--- config.mk ---
export PLATFORM = sky130hd
export DESIGN_NAME = usbi_flags
export DESIGN_NICKNAME = d
export VERILOG_FILES = /design/src/rtl/usbi_pkg.sv /design/src/rtl/usbi_tok_fifo.sv /design/src/rtl/usbi_flags.sv
export SDC_FILE = /design/constraint.sdc
export NUM_CORES = 1
export LEC_CHECK = 0
export ABC_AREA = 1
export BUFFER_PORTS_ARGS = -buffer_cell sky130_fd_sc_hd__buf_2
export CAP_MARGIN = 20
export CORE_ASPECT_RATIO = 0.75
export CORE_MARGIN = 2
export CORE_UTILIZATION = 40
export DETAILED_ROUTE_END_ITERATION = 8
export GPL_TIMING_DRIVEN = 0
export SLEW_MARGIN = 10
export SYNTH_ARGS = -nofsm -noshare
export SYNTH_HDL_FRONTEND = slang
export SYNTH_SLANG_ARGS = --single-unit
--- constraint.sdc ---
create_clock -name aclk -period 4.05 [get_ports aclk]
set_clock_uncertainty 0.1 [all_clocks]
set_input_delay 0.405 -clock aclk [delete_from_list [all_inputs] [get_ports aclk]]
set_output_delay 0.405 -clock aclk [all_outputs]
set_load 0.01 [all_outputs]
--- src/rtl/usbi_pkg.sv ---
package usbi_pkg;

  // ****************************************
  // clock and timing
  // ****************************************
  localparam int CLK_HZ = 50_000_000;
  localparam int CLK_MHZ = CLK_HZ / 1_000_000;
  localparam int RESUME_NS = 2500;        // k-state, bus reset, attach quiet time
  localparam int IDLE_MS = 3;             // continuous idle before the idle flag
  localparam int LINE_MS = 1;             // line state stable time
  // least times round up to whole cycles
  localparam int K_CYC = (RESUME_NS * CLK_MHZ + 999) / 1000;
  localparam int IDLE_CYC_DEF = IDLE_MS * (CLK_HZ / 1000);
  localparam int LINE_CYC_DEF = LINE_MS * (CLK_HZ / 1000);
  localparam int CNT_W = 18;
  typedef logic [CNT_W-1:0] usbi_cnt_t;

  // ****************************************
  // register byte offsets
  // ****************************************
  localparam logic [31:0] OFF_OTG_ST = 32'h0000_0000;
  localparam logic [31:0] OFF_OTG_EN = 32'h0000_0004;
  localparam logic [31:0] OFF_USB_ST = 32'h0000_0008;
  localparam logic [31:0] OFF_USB_EN = 32'h0000_000c;
  localparam logic [31:0] OFF_ERR_ST = 32'h0000_0010;
  localparam logic [31:0] OFF_ERR_EN = 32'h0000_0014;
  localparam logic [31:0] OFF_TOK_ST = 32'h0000_0018;
  localparam logic [31:0] OFF_CTRL = 32'h0000_001c;

  // ****************************************
  // field positions
  // ****************************************
  localparam int BIT_STALL = 7;
  localparam int BIT_ATTACH = 6;
  localparam int BIT_RESUME = 5;
  localparam int BIT_IDLE = 4;
  localparam int BIT_TOKEN = 3;
  localparam int BIT_SOF = 2;
  localparam int BIT_ERR = 1;
  localparam int BIT_RESET = 0;
  localparam int BIT_ID = 7;
  localparam int BIT_MS = 6;
  localparam int BIT_LINE = 5;
  localparam int BIT_ACT = 4;
  localparam int BIT_SESV = 3;
  localparam int BIT_SESE = 2;
  localparam int BIT_OTG_GAP = 1;
  localparam int BIT_VBUS = 0;
  localparam int BIT_HOST = 0;

  // ****************************************
  // masks, reset values, responses
  // ****************************************
  localparam logic [7:0] OTG_MASK = 8'hfd;
  localparam logic [7:0] ERR_MASK = 8'hbf;
  localparam logic [7:0] DEV_MASK = 8'hbf;
  localparam logic [7:0] REG_RST = 8'h00;
  localparam logic [1:0] RESP_OKAY = 2'h0;
  localparam logic [1:0] RESP_SLVERR = 2'h2;
  localparam int TOK_DEPTH = 4;
  localparam int TOK_AW = 2;

endpackage

--- src/rtl/usbi_tok_fifo.sv ---
// token status queue; head comes out of a register
module usbi_tok_fifo (
  input wire logic aclk,
  input wire logic aresetn,
  input wire logic push,
  input wire logic [7:0] push_data,
  input wire logic pop,
  output logic [7:0] head,
  output logic [usbi_pkg::TOK_AW:0] count
);

  typedef struct packed {
    logic [usbi_pkg::TOK_DEPTH-1:0][7:0] mem;
    logic [usbi_pkg::TOK_AW-1:0] wp;
    logic [usbi_pkg::TOK_AW-1:0] rp;
    logic [usbi_pkg::TOK_AW:0] cnt;
    logic [7:0] head;
  } usbi_fifo_s;

  usbi_fifo_s fifo_q, fifo_d;
  logic do_pop, do_push;

  // a push into a full queue is dropped unless a pop comes in the same cycle; a pop of an empty one does nothing
  always_comb begin
    fifo_d = fifo_q;
    do_pop = pop && (fifo_q.cnt != '0);
    do_push = push && (fifo_q.cnt != (usbi_pkg::TOK_AW + 1)'(usbi_pkg::TOK_DEPTH) || do_pop);
    if (do_push) begin
      fifo_d.mem[fifo_q.wp] = push_data;
      fifo_d.wp = fifo_q.wp + 1'b1;
    end
    if (do_pop) begin
      fifo_d.rp = fifo_q.rp + 1'b1;
    end
    fifo_d.cnt = fifo_q.cnt + {{usbi_pkg::TOK_AW{1'b0}}, do_push} - {{usbi_pkg::TOK_AW{1'b0}}, do_pop};
    // head shows the entry at the new read pointer, zero when empty
    fifo_d.head = (fifo_d.cnt != '0) ? fifo_d.mem[fifo_d.rp] : usbi_pkg::REG_RST;
  end

  // state register
  always_ff @(posedge aclk) begin
    if (!aresetn) begin
      fifo_q <= '0;
    end else begin
      fifo_q <= fifo_d;
    end
  end

  assign head = fifo_q.head;
  assign count = fifo_q.cnt;

endmodule

--- src/rtl/usbi_flags.sv ---
module usbi_flags #(
  parameter int IDLE_CYC = usbi_pkg::IDLE_CYC_DEF,
  parameter int LINE_CYC = usbi_pkg::LINE_CYC_DEF
) (
  input wire logic aclk,
  input wire logic aresetn,
  input wire logic [31:0] s_axi_awaddr,
  input wire logic s_axi_awvalid,
  output logic s_axi_awready,
  input wire logic [31:0] s_axi_wdata,
  input wire logic [3:0] s_axi_wstrb,
  input wire logic s_axi_wvalid,
  output logic s_axi_wready,
  output logic [1:0] s_axi_bresp,
  output logic s_axi_bvalid,
  input wire logic s_axi_bready,
  input wire logic [31:0] s_axi_araddr,
  input wire logic s_axi_arvalid,
  output logic s_axi_arready,
  output logic [31:0] s_axi_rdata,
  output logic [1:0] s_axi_rresp,
  output logic s_axi_rvalid,
  input wire logic s_axi_rready,
  input wire logic line_se0,
  input wire logic line_j,
  input wire logic bus_activity,
  input wire logic stall_sent_evt,
  input wire logic token_done_evt,
  input wire logic [7:0] token_stat_in,
  input wire logic sof_evt,
  input wire logic [7:0] err_evt,
  input wire logic id_change_evt,
  input wire logic ms_timer_evt,
  input wire logic session_valid_evt,
  input wire logic session_end_evt,
  input wire logic vbus_valid_evt,
  output logic irq
);

  // ****************************************
  // state
  // ****************************************
  typedef struct packed {
    logic aw_v;
    logic [31:0] awaddr;
    logic w_v;
    logic [31:0] wdata;
    logic [3:0] wstrb;
    logic awready;
    logic wready;
    logic bvalid;
    logic [1:0] bresp;
    logic arready;
    logic rvalid;
    logic [31:0] rdata;
    logic [1:0] rresp;
    logic [31:0] rd_addr;
    logic host_q;
    logic [7:0] usb_st;
    logic [7:0] usb_en;
    logic [7:0] otg_st;
    logic [7:0] otg_en;
    logic [7:0] err_st;
    logic [7:0] err_en;
    usbi_pkg::usbi_cnt_t k_cnt;
    usbi_pkg::usbi_cnt_t idle_cnt;
    usbi_pkg::usbi_cnt_t se0_cnt;
    usbi_pkg::usbi_cnt_t quiet_cnt;
    usbi_pkg::usbi_cnt_t line_cnt;
    logic [1:0] ls_prev;
    logic [1:0] ls_rec;
    logic irq;
  } usbi_state_s;

  localparam usbi_pkg::usbi_cnt_t K_LIM = usbi_pkg::usbi_cnt_t'(usbi_pkg::K_CYC);
  localparam usbi_pkg::usbi_cnt_t IDLE_LIM = usbi_pkg::usbi_cnt_t'(IDLE_CYC);
  localparam usbi_pkg::usbi_cnt_t LINE_LIM = usbi_pkg::usbi_cnt_t'(LINE_CYC);

  usbi_state_s state_q, state_d;
  logic [7:0] tok_head;
  logic [usbi_pkg::TOK_AW:0] tok_cnt;
  logic wr_go, wr_lo, tok_clr, tok_pop, err_sum;
  logic [7:0] usb_view, en_view;

  // ****************************************
  // helper functions
  // ****************************************
  // saturating run counter: restarts whenever the condition drops
  function automatic usbi_pkg::usbi_cnt_t run_cnt(input logic cond, input usbi_pkg::usbi_cnt_t cnt,
                                                 input usbi_pkg::usbi_cnt_t lim);
    if (!cond) begin
      run_cnt = '0;
    end else if (cnt < lim) begin
      run_cnt = cnt + 1'b1;
    end else begin
      run_cnt = cnt;
    end
  endfunction

  // fires once per run, so a held condition cannot set its flag again
  function automatic logic run_hit(input logic cond, input usbi_pkg::usbi_cnt_t cnt,
                                   input usbi_pkg::usbi_cnt_t lim);
    run_hit = cond && (cnt == lim - 18'h0_0001);
  endfunction

  function automatic logic is_mapped(input logic [31:0] a);
    is_mapped = (a == usbi_pkg::OFF_OTG_ST) || (a == usbi_pkg::OFF_OTG_EN) || (a == usbi_pkg::OFF_USB_ST) ||
                (a == usbi_pkg::OFF_USB_EN) || (a == usbi_pkg::OFF_ERR_ST) || (a == usbi_pkg::OFF_ERR_EN) ||
                (a == usbi_pkg::OFF_TOK_ST) || (a == usbi_pkg::OFF_CTRL);
  endfunction

  // ****************************************
  // token status queue
  // ****************************************
  usbi_tok_fifo u_tok_fifo (
    .aclk(aclk),
    .aresetn(aresetn),
    .push(token_done_evt),
    .push_data(token_stat_in),
    .pop(tok_pop),
    .head(tok_head),
    .count(tok_cnt)
  );

  // write strobe and token flag clear seen by the queue
  assign wr_go = state_q.aw_v & state_q.w_v & ~state_q.bvalid;
  assign wr_lo = wr_go & state_q.wstrb[0];
  assign tok_clr = wr_lo & (state_q.awaddr == usbi_pkg::OFF_USB_ST) &
                   state_q.wdata[usbi_pkg::BIT_TOKEN] & state_q.usb_st[usbi_pkg::BIT_TOKEN];
  assign tok_pop = tok_clr & (tok_cnt != '0);

  // views of status and enable with mode-dependent bits folded in
  assign err_sum = |(state_q.err_st & state_q.err_en);
  assign usb_view = {state_q.usb_st[7:2], err_sum, state_q.usb_st[0]} &
                    (state_q.host_q ? 8'hff : usbi_pkg::DEV_MASK);
  assign en_view = state_q.usb_en & (state_q.host_q ? 8'hff : usbi_pkg::DEV_MASK);

  // ****************************************
  // next state
  // ****************************************
  always_comb begin
    logic [7:0] usb_set, usb_clr, otg_set, otg_clr, err_clr, rd_val;
    logic [1:0] ls_cur;
    logic k_on, idle_on, quiet_on, line_hit, se0_hit;
    usb_set = '0;
    usb_clr = '0;
    otg_set = '0;
    otg_clr = '0;
    err_clr = '0;
    rd_val = '0;
    ls_cur = {line_se0, line_j};
    k_on = ~line_se0 & ~line_j;
    idle_on = line_j & ~line_se0 & ~bus_activity;
    quiet_on = ~line_se0 & ~bus_activity;
    line_hit = 1'b0;
    se0_hit = 1'b0;
    state_d = state_q;

    // write address and data are taken independently, in either order
    if (s_axi_awvalid && state_q.awready) begin
      state_d.aw_v = 1'b1;
      state_d.awaddr = s_axi_awaddr;
    end
    if (s_axi_wvalid && state_q.wready) begin
      state_d.w_v = 1'b1;
      state_d.wdata = s_axi_wdata;
      state_d.wstrb = s_axi_wstrb;
    end
    if (state_q.bvalid && s_axi_bready) begin
      state_d.bvalid = 1'b0;
    end
    if (wr_go) begin
      state_d.aw_v = 1'b0;
      state_d.w_v = 1'b0;
      state_d.bvalid = 1'b1;
      state_d.bresp = is_mapped(state_q.awaddr) ? usbi_pkg::RESP_OKAY : usbi_pkg::RESP_SLVERR;
    end
    state_d.awready = ~state_d.aw_v & ~state_d.bvalid;
    state_d.wready = ~state_d.w_v & ~state_d.bvalid;

    // register writes; only the low byte lane holds storage, the upper three bytes are dropped
    if (wr_lo) begin
      if (state_q.awaddr == usbi_pkg::OFF_OTG_ST) begin
        otg_clr = state_q.wdata[7:0];
      end else if (state_q.awaddr == usbi_pkg::OFF_OTG_EN) begin
        state_d.otg_en = state_q.wdata[7:0] & usbi_pkg::OTG_MASK;
      end else if (state_q.awaddr == usbi_pkg::OFF_USB_ST) begin
        usb_clr = state_q.wdata[7:0];
      end else if (state_q.awaddr == usbi_pkg::OFF_USB_EN) begin
        state_d.usb_en = state_q.wdata[7:0];
      end else if (state_q.awaddr == usbi_pkg::OFF_ERR_ST) begin
        err_clr = state_q.wdata[7:0];
      end else if (state_q.awaddr == usbi_pkg::OFF_ERR_EN) begin
        state_d.err_en = state_q.wdata[7:0] & usbi_pkg::ERR_MASK;
      end else if (state_q.awaddr == usbi_pkg::OFF_CTRL) begin
        state_d.host_q = state_q.wdata[usbi_pkg::BIT_HOST];
      end
    end

    // line timing detectors
    state_d.k_cnt = run_cnt(k_on, state_q.k_cnt, K_LIM);
    state_d.idle_cnt = run_cnt(idle_on, state_q.idle_cnt, IDLE_LIM);
    state_d.se0_cnt = run_cnt(line_se0, state_q.se0_cnt, K_LIM);
    state_d.quiet_cnt = run_cnt(quiet_on, state_q.quiet_cnt, K_LIM);
    se0_hit = run_hit(line_se0, state_q.se0_cnt, K_LIM);

    // line state must hold still for the whole window and differ from the last recorded one
    state_d.ls_prev = ls_cur;
    state_d.line_cnt = run_cnt(ls_cur == state_q.ls_prev, state_q.line_cnt, LINE_LIM);
    line_hit = run_hit(ls_cur == state_q.ls_prev, state_q.line_cnt, LINE_LIM) && (ls_cur != state_q.ls_rec);
    if (line_hit) begin
      state_d.ls_rec = ls_cur;
    end

    // event sources of the general status
    usb_set[usbi_pkg::BIT_STALL] = stall_sent_evt;
    usb_set[usbi_pkg::BIT_ATTACH] = state_q.host_q && run_hit(quiet_on, state_q.quiet_cnt, K_LIM);
    usb_set[usbi_pkg::BIT_RESUME] = run_hit(k_on, state_q.k_cnt, K_LIM);
    usb_set[usbi_pkg::BIT_IDLE] = run_hit(idle_on, state_q.idle_cnt, IDLE_LIM);
    usb_set[usbi_pkg::BIT_SOF] = sof_evt;
    usb_set[usbi_pkg::BIT_RESET] = se0_hit;

    // set wins over a clear in the same cycle; summary bit is never stored
    state_d.usb_st = (state_q.usb_st & ~usb_clr) | usb_set;
    state_d.usb_st[usbi_pkg::BIT_ERR] = 1'b0;
    // token flag stays up when the queue still holds another entry after the pop
    state_d.usb_st[usbi_pkg::BIT_TOKEN] = token_done_evt | (state_q.usb_st[usbi_pkg::BIT_TOKEN] & ~tok_clr) |
                                          (tok_clr & (tok_cnt > 3'h1));

    // otg and error status
    otg_set[usbi_pkg::BIT_ID] = id_change_evt;
    otg_set[usbi_pkg::BIT_MS] = ms_timer_evt;
    otg_set[usbi_pkg::BIT_LINE] = line_hit;
    otg_set[usbi_pkg::BIT_ACT] = bus_activity;
    otg_set[usbi_pkg::BIT_SESV] = session_valid_evt;
    otg_set[usbi_pkg::BIT_SESE] = session_end_evt;
    otg_set[usbi_pkg::BIT_VBUS] = vbus_valid_evt;
    state_d.otg_st = ((state_q.otg_st & ~otg_clr) | otg_set) & usbi_pkg::OTG_MASK;
    state_d.err_st = ((state_q.err_st & ~err_clr) | err_evt) & usbi_pkg::ERR_MASK;

    // read channel; one read outstanding, data from a register
    if (state_q.rvalid && s_axi_rready) begin
      state_d.rvalid = 1'b0;
    end
    if (s_axi_arvalid && state_q.arready) begin
      if (s_axi_araddr == usbi_pkg::OFF_OTG_ST) begin
        rd_val = state_q.otg_st;
      end else if (s_axi_araddr == usbi_pkg::OFF_OTG_EN) begin
        rd_val = state_q.otg_en;
      end else if (s_axi_araddr == usbi_pkg::OFF_USB_ST) begin
        rd_val = usb_view;
      end else if (s_axi_araddr == usbi_pkg::OFF_USB_EN) begin
        rd_val = en_view;
      end else if (s_axi_araddr == usbi_pkg::OFF_ERR_ST) begin
        rd_val = state_q.err_st;
      end else if (s_axi_araddr == usbi_pkg::OFF_ERR_EN) begin
        rd_val = state_q.err_en;
      end else if (s_axi_araddr == usbi_pkg::OFF_TOK_ST) begin
        rd_val = tok_head;
      end else if (s_axi_araddr == usbi_pkg::OFF_CTRL) begin
        rd_val = {7'h00, state_q.host_q};
      end
      state_d.rvalid = 1'b1;
      state_d.rd_addr = s_axi_araddr;
      state_d.rdata = {24'h00_0000, rd_val};
      state_d.rresp = is_mapped(s_axi_araddr) ? usbi_pkg::RESP_OKAY : usbi_pkg::RESP_SLVERR;
    end
    state_d.arready = ~state_d.rvalid;

    // otg enables only count in host mode; bit 0 covers reset or detach by mode
    state_d.irq = (|(usb_view & en_view)) |
                  (state_q.host_q & (|(state_q.otg_st & state_q.otg_en)));
  end

  // state register
  always_ff @(posedge aclk) begin
    if (!aresetn) begin
      state_q <= '0;
    end else begin
      state_q <= state_d;
    end
  end

  // ****************************************
  // outputs
  // ****************************************
  assign s_axi_awready = state_q.awready;
  assign s_axi_wready = state_q.wready;
  assign s_axi_bvalid = state_q.bvalid;
  assign s_axi_bresp = state_q.bresp;
  assign s_axi_arready = state_q.arready;
  assign s_axi_rvalid = state_q.rvalid;
  assign s_axi_rdata = state_q.rdata;
  assign s_axi_rresp = state_q.rresp;
  assign irq = state_q.irq;

  // idle set condition, so a clear that meets a fresh set is not flagged
  logic idle_on_chk;
  assign idle_on_chk = line_j & ~line_se0 & ~bus_activity && (state_q.idle_cnt == IDLE_LIM - 18'h0_0001);
endmodule

== Word-level counts from Yosys, hierarchy flattened ==
Cells that the tools add are included.

* Bits in registers: 308
* Input bits: 134
* Output and inout bits: 42
* Word-level logic and storage cells: 213

* Add/subtract/negate cells: 9
* $lt $le $gt $ge: 9
* Eq/ne operators: 22
* Mux-type cells: 38
* Bitwise logic cells: 48
* Reduce and logical (&&, ||, !) cells: 47

{| class="wikitable"
|+ Operators with widths
! operator !! number
|-
| equality test 32 x 5 -> 1 bit, second input constant || 8
|-
| 2-to-1 mux 8 bit || 21
|-
| equality test 32 x 4 -> 1 bit, second input constant || 4
|-
| adder 18 x 1 -> 18 bit, second input constant || 5
|-
| 2-to-1 mux 67 bit || 1
|-
| bitwise AND 8 bit || 8
|-
| equality test 32 x 3 -> 1 bit, second input constant || 2
|-
| zero test 32 bit || 2
|-
| equality test 18 x 7 -> 1 bit, second input constant || 3
|-
| < comparator 18 x 7 -> 1 bit, second input constant || 3
|-
| 2-to-1 mux 37 bit || 1
|-
| 2-to-1 mux 34 bit || 1
|-
| 2-to-1 mux 33 bit || 1
|-
| bitwise mux 32 bit || 1
|-
| inverter 8 bit || 3
|-
| bitwise OR 8 bit || 3
|-
| OR reduction 8 bit || 3
|-
| equality test 18 x 16 -> 1 bit, second input constant || 1
|-
| equality test 18 bit, second input constant || 1
|-
| < comparator 18 x 16 -> 1 bit, second input constant || 1
|-
| < comparator 18 bit, second input constant || 1
|-
| bitwise AND 1 bit || 16
|-
| binary-select mux 8 bit (select 2 bit) || 1
|-
| demux 8 bit (select 2 bit) || 1
|-
| other kinds (23) || 81
|}

== Logic depth before layout (Yosys ltp) ==
Gate-level depths: netlist (run 1).

* Depth after elaboration: 14
* Gate-level depth with buffers: 15
* Mapped depth without buffers: 14

== Modules after synthesis ==
From an unflattened synthesis (run 1), not the netlist that was laid out.

* Cell total of the unflattened synthesis: 1727
* Area, all modules: 11936.4 sq um

{| class="wikitable"
|+ Modules (own cells, without submodules)
! module !! times used !! cells each !! area an instance (sq um) !! sequential area each (sq um)
|-
| usbi_flags || 1 || 1305 || 9208.8 || 3943.8
|-
| usbi_tok_fifo || 1 || 422 || 2727.6 || 940.9
|}

== Least setup slack after synthesis (run 1) ==
OpenSTA, ideal clock, no wires.

* Kind: reg-to-reg
* Start: register state_q, in the netlist s_axi_bvalid
* End: register u_tok_fifo.fifo_q, in the netlist u_tok_fifo.head[0]
* Arrival: 2.673 ns
* Data required time: 3.796 ns
* Slack: 1.123 ns
* Stages on the path, launching flop included: 15
* Buffers on the path: 1
* Clock period less this slack: 2.927 ns
* Path through: dfxtp_1 inv_1 nand3_4 nor2_8 inv_4 nor2_8 nand4_2 nand2_4 nand2_4 buf_2 inv_1 ha_1 fa_1 o31ai_1 a21oi_1

{| class="wikitable"
|+ RTL lines
! element !! RTL line !! source
|-
| start, declared || usbi_flags.sv:79 || <nowiki>usbi_state_s state_q, state_d;</nowiki>
|-
| start signal, assigned || usbi_flags.sv:280 || <nowiki>state_q <= state_d;</nowiki>
|-
| end signal, assigned || usbi_tok_fifo.sv:45 || <nowiki>fifo_q <= fifo_d;</nowiki>
|-
| end, declared || usbi_tok_fifo.sv:20 || <nowiki>usbi_fifo_s fifo_q, fifo_d;</nowiki>
|}

==> results of run 1 <==
cell families (layout without fill, tap and decap cells):
logic type | count (synthesis) | count (layout) | share of synthesized area
xor gates and xnor gates | 11 | 11 | 0.009015
buffers and inverters | 278 | 452 | 0.1063
adders and majority gates | 18 | 18 | 0.02020
AOI/OAI and AO/OA | 295 | 295 | 0.1375
muxes | 32 | 32 | 0.03128
and+or+nand+nor | 700 | 700 | 0.2714
DFF | 244 | 244 | 0.4240
other | 1 | 26 | 0.0003255
area by class of cell:
class	count	area (um2)	area share
multi-input cells	1082	5505	0.4040
flip-flops and latches	244	4885	0.3585
clock buffers	43	815.8	0.05987
inverters	193	729.5	0.05354
repair buffers	125	650.6	0.04775
plain buffers	85	495.5	0.03636
well taps	385	481.7	0.03535
clock inverters	6	62.56	0.004591
layer usage:
layer,share of wire,wire [um]
met1,0.50,15930
met5,0,0
met3,0.064,2046
met2,0.41,13170
met4,0.019,597
sequential cells by signal, indices dropped and copies added, names as in the netlist:
register,flops
u_tok_fifo.count,3
s_axi_wready,1
s_axi_bvalid,1
s_axi_rvalid,1
u_tok_fifo.fifo_q,36
irq,1
u_tok_fifo.head,8
state_q,181
s_axi_rresp,1
s_axi_awready,1
s_axi_rdata,8
s_axi_arready,1
s_axi_bresp,1
through the flow:
step | util | hold slack (ns) | setup WS, ns | total power [W]
2_1_floorplan | - | 0.3083 | 1.123 | 0.003084
3_5_place_dp | 0.4505 | 0.3173 | 0.6154 | 0.003322
4_1_cts | 0.4835 | 0.0002662 | 0.5990 | 0.005763
6_report | 0.4835 | 0.02229 | 0.5960 | 0.005704
5_1_grt | 0.4835 | 0.01539 | 0.3406 | 0.005967
3_3_place_gp | 0.4503 | 0.3144 | 0.02859 | 0.003305
worst min-delay path, cell delays in order:
cell	delay, ns
buf_2	0.11
inv_1	0.05
a21oi_1	0.05
repair_timing:
item / CTS / global route
hold buffers: 5 / 0
hold endpoints to repair: 5 / 0
gates resized for setup: 0 / 0
how the worst max path moves through the flow:
stage / cells after the start / to
2_1_floorplan: 14 / u_tok_fifo.head[0]$_SDFF_PN0_
3_3_place_gp: 14 / u_tok_fifo.head[5]$_SDFF_PN0_
3_5_place_dp: 15 / u_tok_fifo.head[4]$_SDFF_PN0_
4_1_cts: 15 / u_tok_fifo.head[4]$_SDFF_PN0_
5_1_grt: 15 / u_tok_fifo.head[4]$_SDFF_PN0_
6_report: 15 / u_tok_fifo.head[4]$_SDFF_PN0_
power groups by stage:
stage          logic [W]  registers [W]  clock network, W
6_report        0.000723        0.00256           0.00242
3_5_place_dp    0.000709        0.00261                 0
2_1_floorplan   0.000488        0.00260                 0
4_1_cts         0.000719        0.00256           0.00248
5_1_grt         0.000810        0.00257           0.00258
3_3_place_gp    0.000695        0.00261                 0
placed cells by master, fill, tap and decap left out, types with 3 or more instances in the layout:
cell type / n
a211oi_1: 10
a21oi_1: 152
a22o_1: 3
a31oi_1: 3
and3_1: 3
buf_1: 7
buf_2: 126
buf_4: 37
buf_6: 4
clkbuf_1: 39
clkbuf_16: 27
clkbuf_8: 8
clkinv_2: 3
conb_1: 26
dfxtp_1: 244
dlygate4sd3_1: 5
ha_1: 17
inv_1: 184
inv_2: 5
mux2_2: 32
nand2_1: 219
nand2_2: 5
nand2_4: 3
nand3_1: 141
nand4_1: 27
nand4_2: 3
nor2_1: 235
nor2_2: 6
nor3_1: 32
nor4_1: 10
o211ai_1: 3
o21a_1: 10
o21ai_0: 105
or2_0: 3
xor2_1: 8
==> impl_metrics.csv, run 1 <==
group,metric,value,unit
clocking,postCtsSetupBuffers,0,
sta,min_period_over_period,0.8528,
sta,fmax,289.5,MHz
global_route,met3_usage,0.03429,
die,rows,53,
route,drc_errors,0,
clocking,cts.sinks,244,
route,drt-total-wl,31.75,mm
power,vdd_drop_max,0.0002790,V
synthesis,synth_ff_type,"dfxtp_1",
global_route,grt.busiest_layer,"met2",
power,swShare,0.2607,
synthesis,synth_cell_types,52,
sta,drv_slew,0,
global_route,overflow,0,
worst_setup_path,r2r_start,"state_q[271]$_SDFFE_PN0P_",
final_layout,stdcell_count,2163,
die,die_w,200.0,um
clocking,htreeDepth,1,
global_route,use_met2,0.3264,
power,pwr-share-clk,0.424,
final_layout,syn_to_final_growth,18.27,%
min_path,holdCritPathClass,"in -> reg",
clocking,cts_tree,"built",
route,drtIter0Drc,818,
min_path,min_to,"state_q[119]$_SDFF_PN0_",
global_route,grt_max_degree,14,
synthesis,synth_cells,1579,
final_layout,drive_above_1_share,0.1558,
synthesis,yosys.area.top_type,"dfxtp_1",
clocking,clk_path_buf_depth,3,
place,gp_congestion,0.8500,
worst_setup_path,critical_path_class,"reg -> reg",
synthesis,async_flop_share,0,
sta,hold_violations,0,
place,place_hpwl,24.14,mm
sta,rsz0062_at_grt,"false",
clocking,cts-buffers-inserted,27,
power,p_seq_frac,0.449,
final_layout,final_nets,1910,
global_route,antenna_found_initial,0,
worst_setup_path,crit_start,"state_q[271]$_SDFFE_PN0P_",
sta,slew_headroom,0.3387,
synthesis,synth-edff-count,0,
place,port_buffers,119,
place,post_dp_cell_area,12700,um2
synthesis,synthesis.area,11520,um2
route,avgRoutedWirePerCell,14.68,um
power,power_leakage,5.620,nW
worst_setup_path,timing.rr.end,"u_tok_fifo.head[4]$_SDFF_PN0_",
sta,tightest_slew,0.9849,ns
global_route,grt_pass1_vias,9949,
worst_setup_path,worstPathRequired,4.37,ns
worst_setup_path,crit_buf_inv,3,
clocking,cts-root-buf,"clkbuf_16",
synthesis,synthTopCellsByCount,"dfxtp_1, nor2_1, nand2_1",
synthesis,synth.area.top_cells,"dfxtp_1, nor2_1, nand2_1",
worst_setup_path,crit_chain,"nor2_1 -> nand2_1 -> nor2_1 -> nand2_2 -> nor2_1 -> nand4_2 -> nand2_4 -> nand2_4 -> buf_2 -> inv_1 -> ha_1 -> fa_1 -> o31ai_1 -> buf_2 -> a21oi_1",
synthesis,yosysTopAreaCellShare,0.4240,
synthesis,synth-seq-cells,244,
global_route,grt_util_met1,0.3120,
global_route,grt_use_total,0.2125,
worst_setup_path,path_max_fanout,10,
synthesis,yosys_warnings,0,
route,drt-pass1-iter-count,5,
worst_setup_path,worstPathArrival,3.78,ns
die,die_area,30190,um2
synthesis,avgSynthCellArea,7.296,um2
synthesis,yosysSeqAreaShare,0.4240,
worst_setup_path,crit_path_end_kind,"flop",
sta,fin_crit,3.454,ns
place,dpl.cell_count,2109,
worst_setup_path,slowest_stage,"o31ai_1",
worst_setup_path,crit_path_max_incr_delay,0.47,ns
synthesis,synth.most_common_cell,"dfxtp_1",
sta,fin_setup_tns,0,ns
clocking,clk-insertion-delay-late,0.55,ns
worst_setup_path,cpMostUsedCell,"nor2_1",
worst_setup_path,rr_worst_depth,15,
final_layout,fillers,2831,
worst_setup_path,r2r_slack,0.60,ns
min_path,min_from,"vbus_valid_evt",
route,viasPerCell,4.970,
route,num_vias,10750,
power,internal_power,0.004217,W
worst_setup_path,critical_path.top_delay_family,"simple AND/OR/NAND/NOR gates",
status,status,"complete, no violations",
job,max_cap_viol_count,0,
die,io_pins,176,
global_route,grt_first_pass_wirelength,50.76,mm
worst_setup_path,start_kind,"flop",
die,design.core.area,28180,um2
route,ant_nets,0,
die,initial_utilization,0.4088,
power,combPwrFrac,0.127,
clocking,clk_pin_slew,0.06,ns
power,power_density,418.6,nW/um2
final_layout,stdcell_area,13630,um2
final_layout,n_antenna_cell,0,
die,die_h,151.0,um
sta,setup_viol_count_final,0,
power,switching_power,0.001487,W
min_path,whs_path_depth,3,
(Power assumes the default switching activity.)
==> run 2, diff against run 1 <==
CORE_MARGIN = 1   (was 2)
PLACE_DENSITY = 0.69   (was default)
==> run 2 against run 1 <==
Net effect: sequential cell count unchanged; via count rose by 0.51%; clock power down 3%; setup slack worse by 0.14 ns; hold slack gained 0.0045 ns; critical path type unchanged; largest cell class unchanged; largest power group unchanged.
==> impl_metrics.csv, run 2 (synthesis gave the netlist of run 1 again) <==
group,metric,value,unit
sta,slew_headroom,0.3570,
global_route,grt_pass1_vias,9688,
final_layout,stdcell_count,2154,
final_layout,top_regs,"state_q: 181 flops, u_tok_fifo.fifo_q: 36 flops",
status,status,"complete, no violations",
sta,fmax,278.5,MHz
sta,fin_setup_tns,0,ns
final_layout,drive_above_1_share,0.1578,
sta,hold_violations,0,
worst_setup_path,crit_path_end_kind,"flop",
global_route,overflow,0,
clocking,clk_pin_slew,0.06,ns
sta,fin_crit,3.590,ns
sta,tightest_slew,0.9576,ns
worst_setup_path,rr_worst_depth,15,
sta,min_period_over_period,0.8865,
clocking,cts_resized,0,
power,vdd_drop_max,0.0002528,V
die,initial_utilization,0.4088,
clocking,cts-root-buf,"clkbuf_16",
route,num_vias,10810,
worst_setup_path,worstPathRequired,4.34,ns
final_layout,layout_commonest_cell,"dfxtp_1",
worst_setup_path,path_max_fanout,10,
place,port_buffers,119,
global_route,grt_use_total,0.2056,
die,rows,53,
place,gp_congestion,0.9125,
clocking,cts_tree,"built",
global_route,antenna_found_initial,0,
clocking,hold_buffers,0,
clocking,clk-insertion-delay-late,0.53,ns
place,dpl.cell_count,2108,
power,power_density,415.2,nW/um2
final_layout,utilization,0.4804,
sta,hold_ws,0.02675,ns
die,io_pins,176,
place,place_hpwl,23.19,mm
min_path,whs_path_depth,3,
clocking,postCtsSetupBuffers,0,
die,die_h,149.0,um
global_route,grt_max_degree,15,
route,avgRoutedWirePerCell,14.25,um
die,design.core.area,28180,um2
final_layout,final_cell_mix,"dfxtp_1, nor2_1, nand2_1, inv_1, a21oi_1",
final_layout,fillers,2791,
final_layout,top_register,"state_q",
power,power_leakage,5.585,nW
clocking,cts-buffers-inserted,25,
route,drt-pass1-iter-count,5,
die,die_w,198.0,um
sta,setup_viol_count_final,0,
clocking,htreeDepth,1,
worst_setup_path,critical_path_class,"reg -> reg",
sta,rsz0062_at_grt,"false",
route,drtIter0Drc,847,
final_layout,final_nets,1903,
job,max_cap_viol_count,0,
worst_setup_path,worstPathArrival,3.88,ns
final_layout,largest_reg_flops,181,
route,drc_errors,0,
global_route,grt_first_pass_wirelength,48.76,mm
route,viasPerCell,5.017,
clocking,cts.sinks,244,
min_path,holdCritPathClass,"in -> reg",
clocking,clk_path_buf_depth,3,
sta,drv_slew,0,
final_layout,syn_to_final_growth,17.53,%
die,die_area,29490,um2
worst_setup_path,start_kind,"flop",
route,ant_nets,0,
route,drt-total-wl,30.69,mm
==> run 2: worst max-delay path, stage by stage (launching register included) <==
cell and delay [ns]:
dfxtp_1 0.31, nor2_1 0.11, nand2_1 0.06, nor2_1 0.15
nand2_2 0.18, nor2_1 0.19, nand4_2 0.16, nand2_4 0.18
nand2_4 0.11, buf_2 0.22, inv_1 0.09, ha_1 0.16
fa_1 0.44, o31ai_1 0.60, clkbuf_2 0.30, a21oi_1 0.08
==> run 2: area by class of cell <==
cell class | instances | area [um2] | share of cell area
antenna | 1 | 2.502 | 0.0001848
buffer | 85 | 495.5 | 0.03659
clock buffer | 33 | 725.7 | 0.05359
clock inverter | 11 | 115.1 | 0.008501
inverter | 193 | 729.5 | 0.05387
multi-input combinational | 1082 | 5505 | 0.4066
sequential | 244 | 4885 | 0.3607
tap | 385 | 481.7 | 0.03558
timing repair buffer | 120 | 600.6 | 0.04435
==> run 2: final timing paths <==
path	to	slack (ns)	from
max	u_tok_fifo.head[5]$_SDFF_PN0_	0.46	state_q[271]$_SDFFE_PN0P_
min	state_q[108]$_SDFF_PN0_	0.03	err_evt[5]
max reg2reg	u_tok_fifo.head[5]$_SDFF_PN0_	0.46	state_q[271]$_SDFFE_PN0P_
min reg2reg	state_q[52]$_SDFFE_PN0N_	0.33	state_q[52]$_SDFFE_PN0N_
==> run 2: routing by layer <==
layer / GRT usage / vias up / routed length, um
met5: 0 / - / 0
met2: 0.3239 / 363 / 13080
met1: 0.2934 / 4922 / 14680
met3: 0.03075 / 46 / 2322
met4: 0.05116 / 0 / 610
li1: - / 5475 / -
==> run 2: report_power, final <==
group          total, W  switching, W  internal (W)
clock           0.00235      0.000966       0.00138
sequential      0.00256     0.0000635       0.00250
combinational  0.000708      0.000434      0.000274
==> run 2: stage by stage <==
stage / total power [W] / area (um2) / setup slack [ns]
detailed placement: 0.003311 / 12690 / 0.1662
finish: 0.005622 / 13540 / 0.4596
floorplan: 0.003084 / 11610 / 1.123
global route: 0.005861 / 13540 / 0.1867
global placement: 0.003294 / 12690 / 0.2261
CTS: 0.005660 / 13530 / 0.1396
==> run 3, diff against run 2 <==
CORE_ASPECT_RATIO = default   (was 0.75)
GPL_TIMING_DRIVEN = 1   (was 0)
==> run 3 against run 2 <==
Net effect: clock power shrank 3%; setup slack gained 0.55 ns; utilization shrank 1.5 points; routed wire length shrank 12%; count of clock-buffer cells in the layout grew 4; cell area shrank 3.4%; sequential share of layout area grew 1.3 points; register-to-register slack gained 0.55 ns; critical path depth shrank 1; global-route usage shrank 2.4 points.
==> impl_metrics.csv, run 3 (synthesis gave the netlist of run 1 again) <==
group,metric,value,unit
status,status,"complete, no violations",
final_layout,drive_above_1_share,0.1407,
final_layout,final_nets,1827,
clocking,cts.sinks,244,
die,rows,61,
worst_setup_path,start_kind,"flop",
place,port_buffers,121,
sta,drv_slew,0,
global_route,overflow,0,
final_layout,largest_reg_flops,181,
clocking,cts_tree,"built",
worst_setup_path,worstPathArrival,3.34,ns
clocking,clk-insertion-delay-late,0.54,ns
die,die_area,29490,um2
power,combPwrFrac,0.116,
sta,fin_crit,3.037,ns
worst_setup_path,crit_path_end_kind,"flop",
clocking,cts-buffers-inserted,25,
sta,min_period_over_period,0.7498,
clocking,clk_pin_slew,0.06,ns
sta,fmax,329.3,MHz
route,ant_nets,0,
clocking,htreeDepth,1,
power,p_seq_frac,0.468,
final_layout,final_cell_mix,"dfxtp_1, nor2_1, nand2_1, inv_1, a21oi_1",
route,viasPerCell,5.014,
route,drc_errors,0,
power,swShare,0.2549,
route,drtIter0Drc,768,
sta,slew_headroom,0.3567,
die,die_h,171.7,um
die,die_w,171.7,um
global_route,grt_pass1_vias,9281,
sta,tightest_slew,0.9581,ns
place,gp_congestion,0.8931,
clocking,clk_path_buf_depth,3,
sta,setup_viol_count_final,0,
global_route,antenna_found_initial,3,
clocking,cts_resized,0,
place,place_hpwl,18.88,mm
die,design.core.area,28090,um2
route,drt-total-wl,26.94,mm
min_path,holdCritPathClass,"in -> reg",
sta,hold_violations,0,
job,max_cap_viol_count,0,
final_layout,fillers,2783,
final_layout,stdcell_area,13080,um2
route,num_vias,10380,
worst_setup_path,worstPathRequired,4.35,ns
worst_setup_path,path_max_fanout,33,
power,power_density,418.7,nW/um2
final_layout,top_register,"state_q",
power,pwr-share-clk,0.416,
power,internal_power,0.004082,W
sta,rsz0062_at_grt,"false",
final_layout,layout_commonest_cell,"dfxtp_1",
final_layout,syn_to_final_growth,13.56,%
power,vdd_drop_max,0.0002542,V
die,io_pins,176,
final_layout,top_regs,"state_q: 181 flops, u_tok_fifo.fifo_q: 36 flops",
route,avgRoutedWirePerCell,13.01,um
place,post_dp_cell_area,12250,um2
global_route,grt_max_degree,83,
global_route,grt_first_pass_wirelength,43.91,mm
sta,fin_setup_tns,0,ns
clocking,cts-root-buf,"clkbuf_16",
power,power_leakage,5.319,nW
die,initial_utilization,0.4102,
power,switching_power,0.001396,W
global_route,grt_use_total,0.1819,
route,drt-pass1-iter-count,8,
worst_setup_path,critical_path_class,"reg -> reg",
[run 3: cell count changes in the layout (fill, tap and decap cells not counted), sizes merged]
| cell | previous run | this run |
|---|---|---|
| bufinv | 2 | 1 |
| clkbuf | 65 | 37 |
| buf | 173 | 128 |
| dlygate4sd3 | 0 | 1 |
| clkinv | 9 | 6 |
[run 3: metrics by stage]
stage	worst slack (ns)	instances	hold WS, ns	total power [W]	utilization
2_1_floorplan	1.123	1604	0.3083	0.003084	-
3_3_place_gp	1.048	2025	0.3150	0.003227	0.4362
3_5_place_dp	1.019	2025	0.3170	0.003242	0.4362
4_1_cts	0.9669	2070	0.007001	0.005521	0.4657
5_1_grt	0.6936	2070	0.02784	0.005739	0.4657
6_report	1.013	2071	0.02012	0.005478	0.4658
[run 3: power by group through the flow]
stage               Sequential, W  Clock (W)  Combinational, W
finish                    0.00256    0.00228          0.000634
global route              0.00257    0.00245          0.000721
CTS                       0.00256    0.00232          0.000636
detailed placement        0.00261          0          0.000628
global placement          0.00261          0          0.000616
floorplan                 0.00260          0          0.000488
[run 3: layer usage]
metal,global-route usage,share of wire,vias up
li1,-,-,5314
met1,0.2318,0.45,4743
met2,0.3172,0.48,272
met3,0.02646,0.055,51
met4,0.05124,0.021,4
met5,0,0.00089,-
[run 3: layout make-up]
type                            instances  area [um2]  area share
Antenna cell                            1       2.502   0.0001913
Clock buffer                           37       750.7     0.05738
Clock inverter                          7       70.07    0.005355
Inverter                              193       729.5     0.05575
Multi-Input combinational cell       1082        5505      0.4208
Sequential cell                       244        4885      0.3733
Tap cell                              378       473.0     0.03615
Timing Repair Buffer                  129       668.1     0.05107
[run 3: worst paths after layout]
| check | start | to | slack [ns] | depth (start not counted) |
|---|---|---|---|---|
| setup / recovery | state_q[279]$_SDFFE_PN0P_ | u_tok_fifo.head[2]$_SDFF_PN0_ | 1.01 | 14 |
| hold / removal | s_axi_awaddr[23] | state_q[277]$_SDFFE_PN0P_ | 0.02 | 3 |
| setup reg to reg | state_q[279]$_SDFFE_PN0P_ | u_tok_fifo.head[2]$_SDFF_PN0_ | 1.01 | 14 |
| hold reg to reg | state_q[21]$_SDFFE_PN0N_ | state_q[21]$_SDFFE_PN0N_ | 0.32 | 2 |
[run 3: critical path: stages, from the launching register on]
cell and delay [ns]:
dfxtp_1 0.31, nor2_1 0.11, nand2_1 0.06, nor2_1 0.12, nand2_2 0.16, nor2_1 0.19, nand4_2 0.19, nand2_4 0.37
nand2_4 0.06, inv_1 0.07, ha_1 0.15, fa_1 0.44, o31ai_1 0.26, buf_4 0.22, a21oi_1 0.06
[run 3: timing repair]
action / CTS / global route
hold endpoints to repair: 1 / 0
hold buffers: 1 / 0
buffers inserted: 0 / 0
